[config.mk]
export PLATFORM = sky130hd
export DESIGN_NAME = cpcr_regs
export DESIGN_NICKNAME = d
export VERILOG_FILES = /design/src/inc/cpcr_pkg.sv /design/src/rtl/cpcr_regs.sv /design/src/rtl/cpcr_int_gate.sv
export SDC_FILE = /design/constraint.sdc
export NUM_CORES = 1
export LEC_CHECK = 0
export BUFFER_PORTS_ARGS = -buffer_cell sky130_fd_sc_hd__buf_2
export CORE_MARGIN = 5
export CORE_UTILIZATION = 25
export CTS_BUF_LIST = sky130_fd_sc_hd__clkbuf_16
export CTS_CLUSTER_DIAMETER = 40
export CTS_CLUSTER_SIZE = 40
export DETAILED_ROUTE_END_ITERATION = 6
export GPL_TIMING_DRIVEN = 0
export PLACE_DENSITY_LB_ADDON = 0.2
export SLEW_MARGIN = 40
export SYNTH_ARGS = -nofsm -noshare
export SYNTH_HDL_FRONTEND = slang
export SYNTH_SLANG_ARGS = --single-unit
[constraint.sdc]
create_clock -name CLOCK -period 5.8 [get_ports CLOCK]
set_input_delay 1.16 -clock CLOCK [delete_from_list [all_inputs] [get_ports CLOCK]]
set_output_delay 1.16 -clock CLOCK [all_outputs]
set_load 0.02 [all_outputs]
[src/inc/cpcr_pkg.sv]
// shared constants and carrier types for the cpu control register set
package cpcr_pkg;

	// wishbone word offsets (byte addresses)
	localparam logic [4:0] OFF_PC     = 5'h00;
	localparam logic [4:0] OFF_SR     = 5'h04;
	localparam logic [4:0] OFF_CODE   = 5'h08;
	localparam logic [4:0] OFF_DATA   = 5'h0C;
	localparam logic [4:0] OFF_EXT    = 5'h10;
	localparam logic [4:0] OFF_STACK  = 5'h14;
	localparam logic [4:0] OFF_BASE   = 5'h18;
	localparam logic [4:0] OFF_STAT   = 5'h1C;

	// status word field positions
	localparam int SR_TRACE  = 15;
	localparam int SR_MASK_H = 10;
	localparam int SR_MASK_L = 8;
	localparam int SR_NEG    = 3;
	localparam int SR_ZERO   = 2;
	localparam int SR_OVF    = 1;
	localparam int SR_CARRY  = 0;

	// writable bits of the status word
	localparam logic [15:0] SR_WMASK = 16'h870F;

	// reset values
	localparam logic [15:0] PC_RST   = 16'h0000;
	localparam logic [2:0]  MASK_RST = 3'h7;
	localparam logic [7:0]  PAGE_RST = 8'h00;

	// edges after reset before the synchronised mode pins are trusted
	localparam logic [1:0]  STRAP_WAIT = 2'h2;

	// interrupt levels
	localparam logic [3:0]  NMI_LEVEL = 4'h8;
	localparam logic [2:0]  MASK_MAX  = 3'h7;

	// effective address source selection
	typedef enum logic [2:0] {
		CPCR_EA_CODE,
		CPCR_EA_R0_R3,
		CPCR_EA_ABS,
		CPCR_EA_R4_R5,
		CPCR_EA_R6_R7,
		CPCR_EA_STACK,
		CPCR_EA_SHORT
	} cpcr_ea_t;

	// condition flags produced by the datapath
	typedef struct packed {
		logic neg;
		logic zero;
		logic ovf;
		logic carry;
	} cpcr_flags_t;

	// page register set
	typedef struct packed {
		logic [7:0] code_bank;
		logic [7:0] data_bank;
		logic [7:0] extended_bank;
		logic [7:0] stack_bank;
		logic [7:0] short_base;
	} cpcr_pages_t;

endpackage

[src/rtl/cpcr_regs.sv]
// cpu control and page register set with a wishbone register port
`timescale 1ns/1ps
module cpcr_regs (
	// clock and reset
	input  wire logic                  CLOCK,
	input  wire logic                  RST,
	// wishbone slave
	input  wire logic                  WB_CYC_I,
	input  wire logic                  WB_STB_I,
	input  wire logic                  WB_WE_I,
	input  wire logic [4:0]            WB_ADR_I,
	input  wire logic [3:0]            WB_SEL_I,
	input  wire logic [31:0]           WB_DAT_I,
	output logic      [31:0]           WB_DAT_O,
	output logic                       WB_ACK_O,
	output logic                       WB_ERR_O,
	// mode select pins
	input  wire logic [2:0]            BOOT_SELECT_PINS,
	// instruction flow
	input  wire logic                  INSTR_DONE,
	input  wire logic [15:0]           INSTR_NEXT_PC,
	output logic                       TRACE_REQ,
	// flag update from the datapath
	input  wire logic                  FLAG_WE,
	input  wire cpcr_pkg::cpcr_flags_t FLAG_IN,
	// interrupt requests
	input  wire logic                  IRQ_VALID,
	input  wire logic [2:0]            IRQ_LEVEL,
	input  wire logic                  NMI_REQ,
	input  wire logic                  FLASH_BUSY,
	output logic                       INT_ACCEPT,
	input  wire logic [15:0]           INT_VECTOR_PC,
	input  wire logic [7:0]            INT_VECTOR_BANK,
	// exception return and reset vector
	input  wire logic                  EXC_RETURN,
	input  wire logic [15:0]           RET_PC,
	input  wire logic [7:0]            RET_BANK,
	input  wire logic                  VEC_LOAD,
	input  wire logic [15:0]           VEC_PC,
	input  wire logic [7:0]            VEC_BANK,
	// load-control instruction
	input  wire logic                  LDC_WE,
	input  wire logic [2:0]            LDC_SEL,
	input  wire logic [7:0]            LDC_DATA,
	// effective address generation
	input  wire cpcr_pkg::cpcr_ea_t    EA_SRC,
	input  wire logic [15:0]           EA_OFFSET,
	output logic      [23:0]           FETCH_ADDR,
	output logic      [23:0]           EA_ADDR,
	// saved context for exception entry
	output logic      [15:0]           SAVE_PC,
	output logic      [7:0]            SAVE_BANK,
	// state
	output logic                       MAX_MODE,
	output logic      [2:0]            MASK_LEVEL
);
	parameter logic [2:0] MAX_MODE_SEL = 3'h1;

	logic [15:0]          next_instr_pointer;
	logic                 trace;
	logic [2:0]           mask;
	cpcr_pkg::cpcr_flags_t flags;
	cpcr_pkg::cpcr_pages_t pg;
	logic                 max_mode;
	logic [2:0]           pin_meta;
	logic [2:0]           pin_sync;
	logic                 strap_taken;
	logic [1:0]           strap_wait;
	logic [15:0]          status_word;
	logic                 accept;
	logic [2:0]           new_mask;
	logic                 wb_req;
	logic                 hit;
	logic                 wr;
	logic [31:0]          rdata;
	logic [15:0]          sr_wr;

	cpcr_int_gate u_gate (
		.irq_valid  (IRQ_VALID),
		.irq_level  (IRQ_LEVEL),
		.nmi_req    (NMI_REQ),
		.flash_busy (FLASH_BUSY),
		.mask       (mask),
		.accept     (accept),
		.new_mask   (new_mask)
	);

	assign wb_req = WB_CYC_I && WB_STB_I && !WB_ACK_O && !WB_ERR_O;
	always_comb begin
		hit = 1'b1;
		case (WB_ADR_I)
			cpcr_pkg::OFF_PC,
			cpcr_pkg::OFF_SR,
			cpcr_pkg::OFF_CODE,
			cpcr_pkg::OFF_DATA,
			cpcr_pkg::OFF_EXT,
			cpcr_pkg::OFF_STACK,
			cpcr_pkg::OFF_BASE,
			cpcr_pkg::OFF_STAT: hit = 1'b1;
			default: hit = 1'b0;
		endcase
	end
	assign wr = wb_req && hit && WB_WE_I;

	// status word image; reserved bits stay zero
	always_comb begin
		status_word = 16'h0000;
		status_word[cpcr_pkg::SR_TRACE] = trace;
		status_word[cpcr_pkg::SR_MASK_H:cpcr_pkg::SR_MASK_L] = mask;
		status_word[cpcr_pkg::SR_NEG]   = flags.neg;
		status_word[cpcr_pkg::SR_ZERO]  = flags.zero;
		status_word[cpcr_pkg::SR_OVF]   = flags.ovf;
		status_word[cpcr_pkg::SR_CARRY] = flags.carry;
	end

	// byte-lane merge so the flag byte can be written alone
	always_comb begin
		sr_wr = status_word;
		if (WB_SEL_I[0]) begin
			sr_wr[7:0] = WB_DAT_I[7:0];
		end
		if (WB_SEL_I[1]) begin
			sr_wr[15:8] = WB_DAT_I[15:8];
		end
		sr_wr = sr_wr & cpcr_pkg::SR_WMASK;
	end

	// boot select pins synchronised, then captured once after reset
	always_ff @(posedge CLOCK or posedge RST) begin
		if (RST) begin
			pin_meta <= 3'h0;
			pin_sync <= 3'h0;
		end else begin
			pin_meta <= BOOT_SELECT_PINS;
			pin_sync <= pin_meta;
		end
	end

	// capture waits until both sync stages hold post-reset samples
	always_ff @(posedge CLOCK or posedge RST) begin
		if (RST) begin
			strap_taken <= 1'b0;
			strap_wait  <= 2'h0;
			max_mode    <= 1'b0;
		end else if (!strap_taken) begin
			if (strap_wait == cpcr_pkg::STRAP_WAIT) begin
				strap_taken <= 1'b1;
				max_mode    <= (pin_sync == MAX_MODE_SEL);
			end else begin
				strap_wait <= strap_wait + 2'h1;
			end
		end
	end

	// instruction pointer
	always_ff @(posedge CLOCK or posedge RST) begin
		if (RST) begin
			next_instr_pointer <= cpcr_pkg::PC_RST;
		end else if (VEC_LOAD) begin
			next_instr_pointer <= VEC_PC;
		end else if (accept) begin
			next_instr_pointer <= INT_VECTOR_PC;
		end else if (EXC_RETURN) begin
			next_instr_pointer <= RET_PC;
		end else if (INSTR_DONE) begin
			next_instr_pointer <= INSTR_NEXT_PC;
		end else if (wr && WB_ADR_I == cpcr_pkg::OFF_PC) begin
			if (WB_SEL_I[0]) begin
				next_instr_pointer[7:0] <= WB_DAT_I[7:0];
			end
			if (WB_SEL_I[1]) begin
				next_instr_pointer[15:8] <= WB_DAT_I[15:8];
			end
		end
	end

	// trace bit
	always_ff @(posedge CLOCK or posedge RST) begin
		if (RST) begin
			trace <= 1'b0;
		end else if (wr && WB_ADR_I == cpcr_pkg::OFF_SR && WB_SEL_I[1]) begin
			trace <= sr_wr[cpcr_pkg::SR_TRACE];
		end
	end

	always_ff @(posedge CLOCK or posedge RST) begin
		if (RST) begin
			TRACE_REQ <= 1'b0;
		end else begin
			TRACE_REQ <= trace && INSTR_DONE;
		end
	end

	// interrupt mask; acceptance beats a software write
	always_ff @(posedge CLOCK or posedge RST) begin
		if (RST) begin
			mask <= cpcr_pkg::MASK_RST;
		end else if (accept) begin
			mask <= new_mask;
		end else if (wr && WB_ADR_I == cpcr_pkg::OFF_SR && WB_SEL_I[1]) begin
			mask <= sr_wr[cpcr_pkg::SR_MASK_H:cpcr_pkg::SR_MASK_L];
		end
	end

	always_ff @(posedge CLOCK or posedge RST) begin
		if (RST) begin
			INT_ACCEPT <= 1'b0;
		end else begin
			INT_ACCEPT <= accept;
		end
	end

	// condition flags; datapath update beats a software write
	always_ff @(posedge CLOCK or posedge RST) begin
		if (RST) begin
			flags <= '0;
		end else if (FLAG_WE) begin
			flags.neg   <= FLAG_IN.neg;
			flags.zero  <= FLAG_IN.zero;
			flags.ovf   <= FLAG_IN.ovf;
			flags.carry <= FLAG_IN.carry;
		end else if (wr && WB_ADR_I == cpcr_pkg::OFF_SR && WB_SEL_I[0]) begin
			flags.neg   <= sr_wr[cpcr_pkg::SR_NEG];
			flags.zero  <= sr_wr[cpcr_pkg::SR_ZERO];
			flags.ovf   <= sr_wr[cpcr_pkg::SR_OVF];
			flags.carry <= sr_wr[cpcr_pkg::SR_CARRY];
		end
	end

	// code bank
	always_ff @(posedge CLOCK or posedge RST) begin
		if (RST) begin
			pg.code_bank <= cpcr_pkg::PAGE_RST;
		end else if (VEC_LOAD && max_mode) begin
			pg.code_bank <= VEC_BANK;
		end else if (accept && max_mode) begin
			pg.code_bank <= INT_VECTOR_BANK;
		end else if (EXC_RETURN && max_mode) begin
			pg.code_bank <= RET_BANK;
		end else if (LDC_WE && LDC_SEL == 3'h0) begin
			pg.code_bank <= LDC_DATA;
		end else if (wr && WB_ADR_I == cpcr_pkg::OFF_CODE && WB_SEL_I[0]) begin
			pg.code_bank <= WB_DAT_I[7:0];
		end
	end

	// remaining page and base registers: one per load-control select
	always_ff @(posedge CLOCK or posedge RST) begin
		if (RST) begin
			pg.data_bank     <= cpcr_pkg::PAGE_RST;
			pg.extended_bank <= cpcr_pkg::PAGE_RST;
			pg.stack_bank    <= cpcr_pkg::PAGE_RST;
			pg.short_base    <= cpcr_pkg::PAGE_RST;
		end else if (LDC_WE) begin
			case (LDC_SEL)
				3'h1: pg.data_bank     <= LDC_DATA;
				3'h2: pg.extended_bank <= LDC_DATA;
				3'h3: pg.stack_bank    <= LDC_DATA;
				3'h4: pg.short_base    <= LDC_DATA;
				default: ;
			endcase
		end else if (wr && WB_SEL_I[0]) begin
			case (WB_ADR_I)
				cpcr_pkg::OFF_DATA:  pg.data_bank     <= WB_DAT_I[7:0];
				cpcr_pkg::OFF_EXT:   pg.extended_bank <= WB_DAT_I[7:0];
				cpcr_pkg::OFF_STACK: pg.stack_bank    <= WB_DAT_I[7:0];
				cpcr_pkg::OFF_BASE:  pg.short_base    <= WB_DAT_I[7:0];
				default: ;
			endcase
		end
	end

	// address generation; banks take part only in maximum mode
	always_comb begin
		FETCH_ADDR = {max_mode ? pg.code_bank : 8'h00,
			next_instr_pointer};
		case (EA_SRC)
			cpcr_pkg::CPCR_EA_CODE:
				EA_ADDR = {max_mode ? pg.code_bank : 8'h00, EA_OFFSET};
			cpcr_pkg::CPCR_EA_R0_R3,
			cpcr_pkg::CPCR_EA_ABS:
				EA_ADDR = {max_mode ? pg.data_bank : 8'h00,
					EA_OFFSET};
			cpcr_pkg::CPCR_EA_R4_R5:
				EA_ADDR = {max_mode ? pg.extended_bank : 8'h00,
					EA_OFFSET};
			cpcr_pkg::CPCR_EA_R6_R7,
			cpcr_pkg::CPCR_EA_STACK:
				EA_ADDR = {max_mode ? pg.stack_bank : 8'h00,
					EA_OFFSET};
			cpcr_pkg::CPCR_EA_SHORT:
				EA_ADDR = {8'h00, pg.short_base, EA_OFFSET[7:0]};
			default: EA_ADDR = {8'h00, EA_OFFSET};
		endcase
	end

	// context saved on exception entry
	assign SAVE_PC   = next_instr_pointer;
	assign SAVE_BANK = pg.code_bank;
	assign MAX_MODE   = max_mode;
	assign MASK_LEVEL = mask;

	// read mux
	always_comb begin
		rdata = 32'h0000_0000;
		case (WB_ADR_I)
			cpcr_pkg::OFF_PC:    rdata[15:0] = next_instr_pointer;
			cpcr_pkg::OFF_SR:    rdata[15:0] = status_word;
			cpcr_pkg::OFF_CODE:  rdata[7:0]  = pg.code_bank;
			cpcr_pkg::OFF_DATA:  rdata[7:0]  = pg.data_bank;
			cpcr_pkg::OFF_EXT:   rdata[7:0]  = pg.extended_bank;
			cpcr_pkg::OFF_STACK: rdata[7:0]  = pg.stack_bank;
			cpcr_pkg::OFF_BASE:  rdata[7:0]  = pg.short_base;
			cpcr_pkg::OFF_STAT:  rdata[0]    = max_mode;
			default: rdata = 32'h0000_0000;
		endcase
	end

	// one-cycle answer, registered
	always_ff @(posedge CLOCK or posedge RST) begin
		if (RST) begin
			WB_ACK_O <= 1'b0;
			WB_ERR_O <= 1'b0;
			WB_DAT_O <= 32'h0000_0000;
		end else begin
			WB_ACK_O <= wb_req && hit;
			WB_ERR_O <= wb_req && !hit;
			WB_DAT_O <= (wb_req && hit && !WB_WE_I) ? rdata : 32'h0000_0000;
		end
	end
endmodule

[src/rtl/cpcr_int_gate.sv]
// interrupt acceptance gate against the current mask level
`timescale 1ns/1ps
module cpcr_int_gate (
	// request side
	input  wire logic       irq_valid,
	input  wire logic [2:0] irq_level,
	input  wire logic       nmi_req,
	input  wire logic       flash_busy,
	// mask
	input  wire logic [2:0] mask,
	// result
	output logic            accept,
	output logic [2:0]      new_mask
);
	logic nmi_ok;
	logic irq_ok;

	assign nmi_ok = nmi_req && !flash_busy;
	assign irq_ok = irq_valid && (irq_level > mask);
	assign accept = nmi_ok || irq_ok;
	// nmi wins and forces the mask to its top value
	assign new_mask = nmi_ok ? cpcr_pkg::MASK_MAX : irq_level;
endmodule

==> run_results.csv <==
group,metric,value,unit
detailed_routing,routedWlPerCell,20.9,µm
synthesis,async_flop_share,100,%
floorplanning,start_util,25.5,%
critical_path,startpoint_type,"input port",
detailed_routing,vias,5814,
sta,finalMaxSlewViolations,0,
synthesis,seq_area_frac_synth,37.9,%
sta,slew-limit-headroom,43.5,%
clock_network,path_clk_slew,0.07,ns
run,cap_viol_max_count,0,
global_route,grt_first_pass_wirelength,37.8,mm
placement,gp_congestion,0.830,
clock_network,cts_setup_buffers,0,
sta,finalCritPeriodShare,68.9,%
detailed_routing,wl_met2,11.8,mm
critical_path,cp.buffers_inverters,3,
critical_path,worstPathArrival,2.83,ns
power_and_ir_drop,switching_share,37.0,%
synthesis,synth-seq-cells,94,
clock_network,hold_buffers,0,
min_path,worstHoldPathType,"reg -> reg",
floorplanning,fp.coreArea,24400,µm²
detailed_routing,dr.pass1.iters,5,
power_and_ir_drop,ir_drop,122,µV
sta,tns,0,ns
power_and_ir_drop,intPower,1450,µW
synthesis,netlist_area,6220,µm²
detailed_routing,highest_layer,"met4",
sta,tightest_slew,0.845,ns
synthesis,yosys_warnings,0,
power_and_ir_drop,sequentialPowerShare,39.2,%
detailed_routing,route.met3.wl,1.35,mm
floorplanning,placementRows,57,
clock_network,cts.htree.levels,3,
detailed_routing,drtAntennaViolNets,0,
final_layout,nets,1087,
placement,port_buffers,250,
synthesis,avgSynthCellArea,9.99,µm²
power_and_ir_drop,power_frac_comb,33.6,%
critical_path,crit_type,"in -> out",
global_route,grt-ovfl-total,0,
status,status,"finished clean",
clock_network,cts.sinks,94,
power_and_ir_drop,leakage,0.00399,µW
critical_path,crit_fanout,10,
floorplanning,io-pin-count,294,
floorplanning,die_y,168,µm
final_layout,drive_gt1_share,46.0,%
sta,period_minus_slack,3.99,ns
power_and_ir_drop,report.power.total,2310,µW
critical_path,crit_required,4.64,ns
synthesis,synth.distinct_cells,63,
critical_path,crit_slowest_cell,"buf_1",
final_layout,stdcell_area,8290,µm²
sta,setup_viol_count_final,0,
final_layout,areaGrowthSynthToFinish,33.3,%
critical_path,slowest_delay,0.49,ns
clock_network,cts_resized,0,
power_and_ir_drop,powerDensity,278,nW/µm²
critical_path,path_cells,"buf_2 > buf_1 > nor2_1 > a221oi_1 > nor2_1 > buf_2",
clock_network,cts_tree,"yes",
global_route,grtUsageTotal,17.7,%
critical_path,endpoint_kind,"output pin",
global_route,grt_start_max_net_pins,54,
sta,rsz0062_at_grt,"false",
power_and_ir_drop,p_sw,855,µW
clock_network,cts_root_buf,"clkbuf_16",
global_route,antenna_found_initial,1,
synthesis,synth_edf_count,0,
placement,place_area,7980,µm²
placement,hpwl,20.4,mm
sta,clock_skew,0.00832,ns
synthesis,synthFlopType,"dfrtp_1",
synthesis,syn_inst,623,
floorplanning,die_area,28100,µm²
detailed_routing,drc_errors,0,
power_and_ir_drop,clkPwrFrac,27.2,%
clock_network,clk_path_buf_depth,2,
sta,fmax,250,MHz
final_layout,final_common_cell,"buf_2",
clock_network,numCtsBuffers,9,
sta,hold_violations,0,
detailed_routing,wl_met1,12.1,mm
detailed_routing,drt_iter0_drc,279,
detailed_routing,vias_per_cell,4.72,
floorplanning,die_w,168,µm
final_layout,layout_common_cells,"buf_2, dfrtp_1, mux2i_1",
global_route,grt_pass1_vias,6072,
critical_path,crit_family,"buffers and inverters",
clock_network,clock_latency,0.35,ns
detailed_routing,totalWireLength,25.7,mm
worst register-to-register path, cell delays in order (launching register included):
cell and delay, ns:
dfstp_2 0.56, inv_1 0.05, ha_1 0.28, nor2b_1 0.16, o31a_1 0.29, a21oi_4 0.36, buf_2 0.45, mux2i_1 0.36
a221oi_2 0.10
cell type report:
cell class / instances / area (µm²)
timing repair buffer: 252 / 1290
buffer: 82 / 532
sequential: 94 / 2360
fill: 2572 / 16100
antenna: 3 / 7.51
clock buffer: 9 / 225
clock inverter: 7 / 81.3
inverter: 27 / 109
tap: 324 / 405
multi-input combinational: 435 / 3290
registers in the layout, summed over array words and instances (netlist names), 2 cells and up:
name / cells
pg: 32
pin_sync: 3
flags: 4
SAVE_BANK: 8
MASK_LEVEL: 3
strap_wait: 2
SAVE_PC: 16
pin_meta: 3
WB_DAT_O: 16
metrics by stage:
step | utilization [%] | setup WS [ns] | cells | hold WS [ns]
after CTS | 34.0 | 1.83 | 1230 | 0.350
after global placement | 32.5 | 0.672 | 1212 | 0.333
after detailed placement | 32.7 | 1.84 | 1214 | 0.335
final | 34.0 | 1.81 | 1233 | 0.350
after global routing | 34.0 | 1.77 | 1231 | 0.360
after floorplan | - | 2.20 | 638 | 0.331
per-layer routing:
layer  vias to the layer above  track usage (%)
met2                       218             28.5
li1                       2771                -
met1                      2799             24.7
met4                         0             4.48
met3                        26             3.04
met5                         -                0
cells by family after synthesis:
group                      share of synthesized area [%]
muxes                                               17.1
DFF                                                 37.9
other                                             0.0603
buffers and inverters                               10.2
and+or+nand+nor                                     14.1
AOI/OAI and AO/OA                                   19.7
adders and majority gates                          0.805
xor gates and xnor gates                           0.282
worst paths after layout:
check                                           from  slack, ns  cells after the start                       to
max                                        EA_SRC[2]       1.81                      6              EA_ADDR[22]
min reg2reg                    pin_meta[2]$_DFF_PP0_       0.35                      0    pin_sync[2]$_DFF_PP0_
max reg2reg                MASK_LEVEL[1]$_DFFE_PP1P_       3.05                      8   SAVE_PC[7]$_DFFE_PP0P_
min                            pin_meta[2]$_DFF_PP0_       0.35                      0    pin_sync[2]$_DFF_PP0_
min in group asynchronous                        RST       0.79                      2       pg[28]$_DFFE_PP0P_
max in group asynchronous                        RST       4.42                      3  SAVE_PC[14]$_DFFE_PP0P_
power groups by stage:
| stage | Combinational (µW) | Sequential, µW | Clock, µW |
|---|---|---|---|
| floorplan | 494 | 892 | 0 |
| CTS | 782 | 907 | 646 |
| global route | 846 | 921 | 666 |
| global placement | 771 | 918 | 0 |
| detailed placement | 779 | 920 | 0 |
| finish | 776 | 906 | 627 |
cells in the mapped netlist (2+ instances only):
cell type	instances	area, µm²
xnor2_1	2	17.5
a22oi_1	32	240
o31a_1	2	17.5
a32oi_1	7	61.3
and2_0	2	12.5
a211o_1	8	70.1
nor2_1	28	105
dfstp_2	3	78.8
a21oi_2	2	17.5
a221oi_1	8	70.1
ha_1	4	50.1
nand2_1	49	184
a31oi_1	11	68.8
buf_6	3	33.8
mux2_2	48	541
clkbuf_1	16	60.1
buf_4	50	375
buf_2	10	50.1
a21oi_1	11	55.1
buf_1	2	7.51
o21ai_0	36	180
nand3_1	10	50.1
nor3_1	9	45.0
inv_1	27	101
nand2b_1	11	68.8
o31ai_1	8	60.1
nand3b_1	2	15.0
nor2b_1	19	119
a221oi_2	17	255
nor3b_1	2	15.0
dfrtp_1	91	2280
and2_1	12	75.1
mux2i_1	51	510
Power figures use the tool's default switching activity.
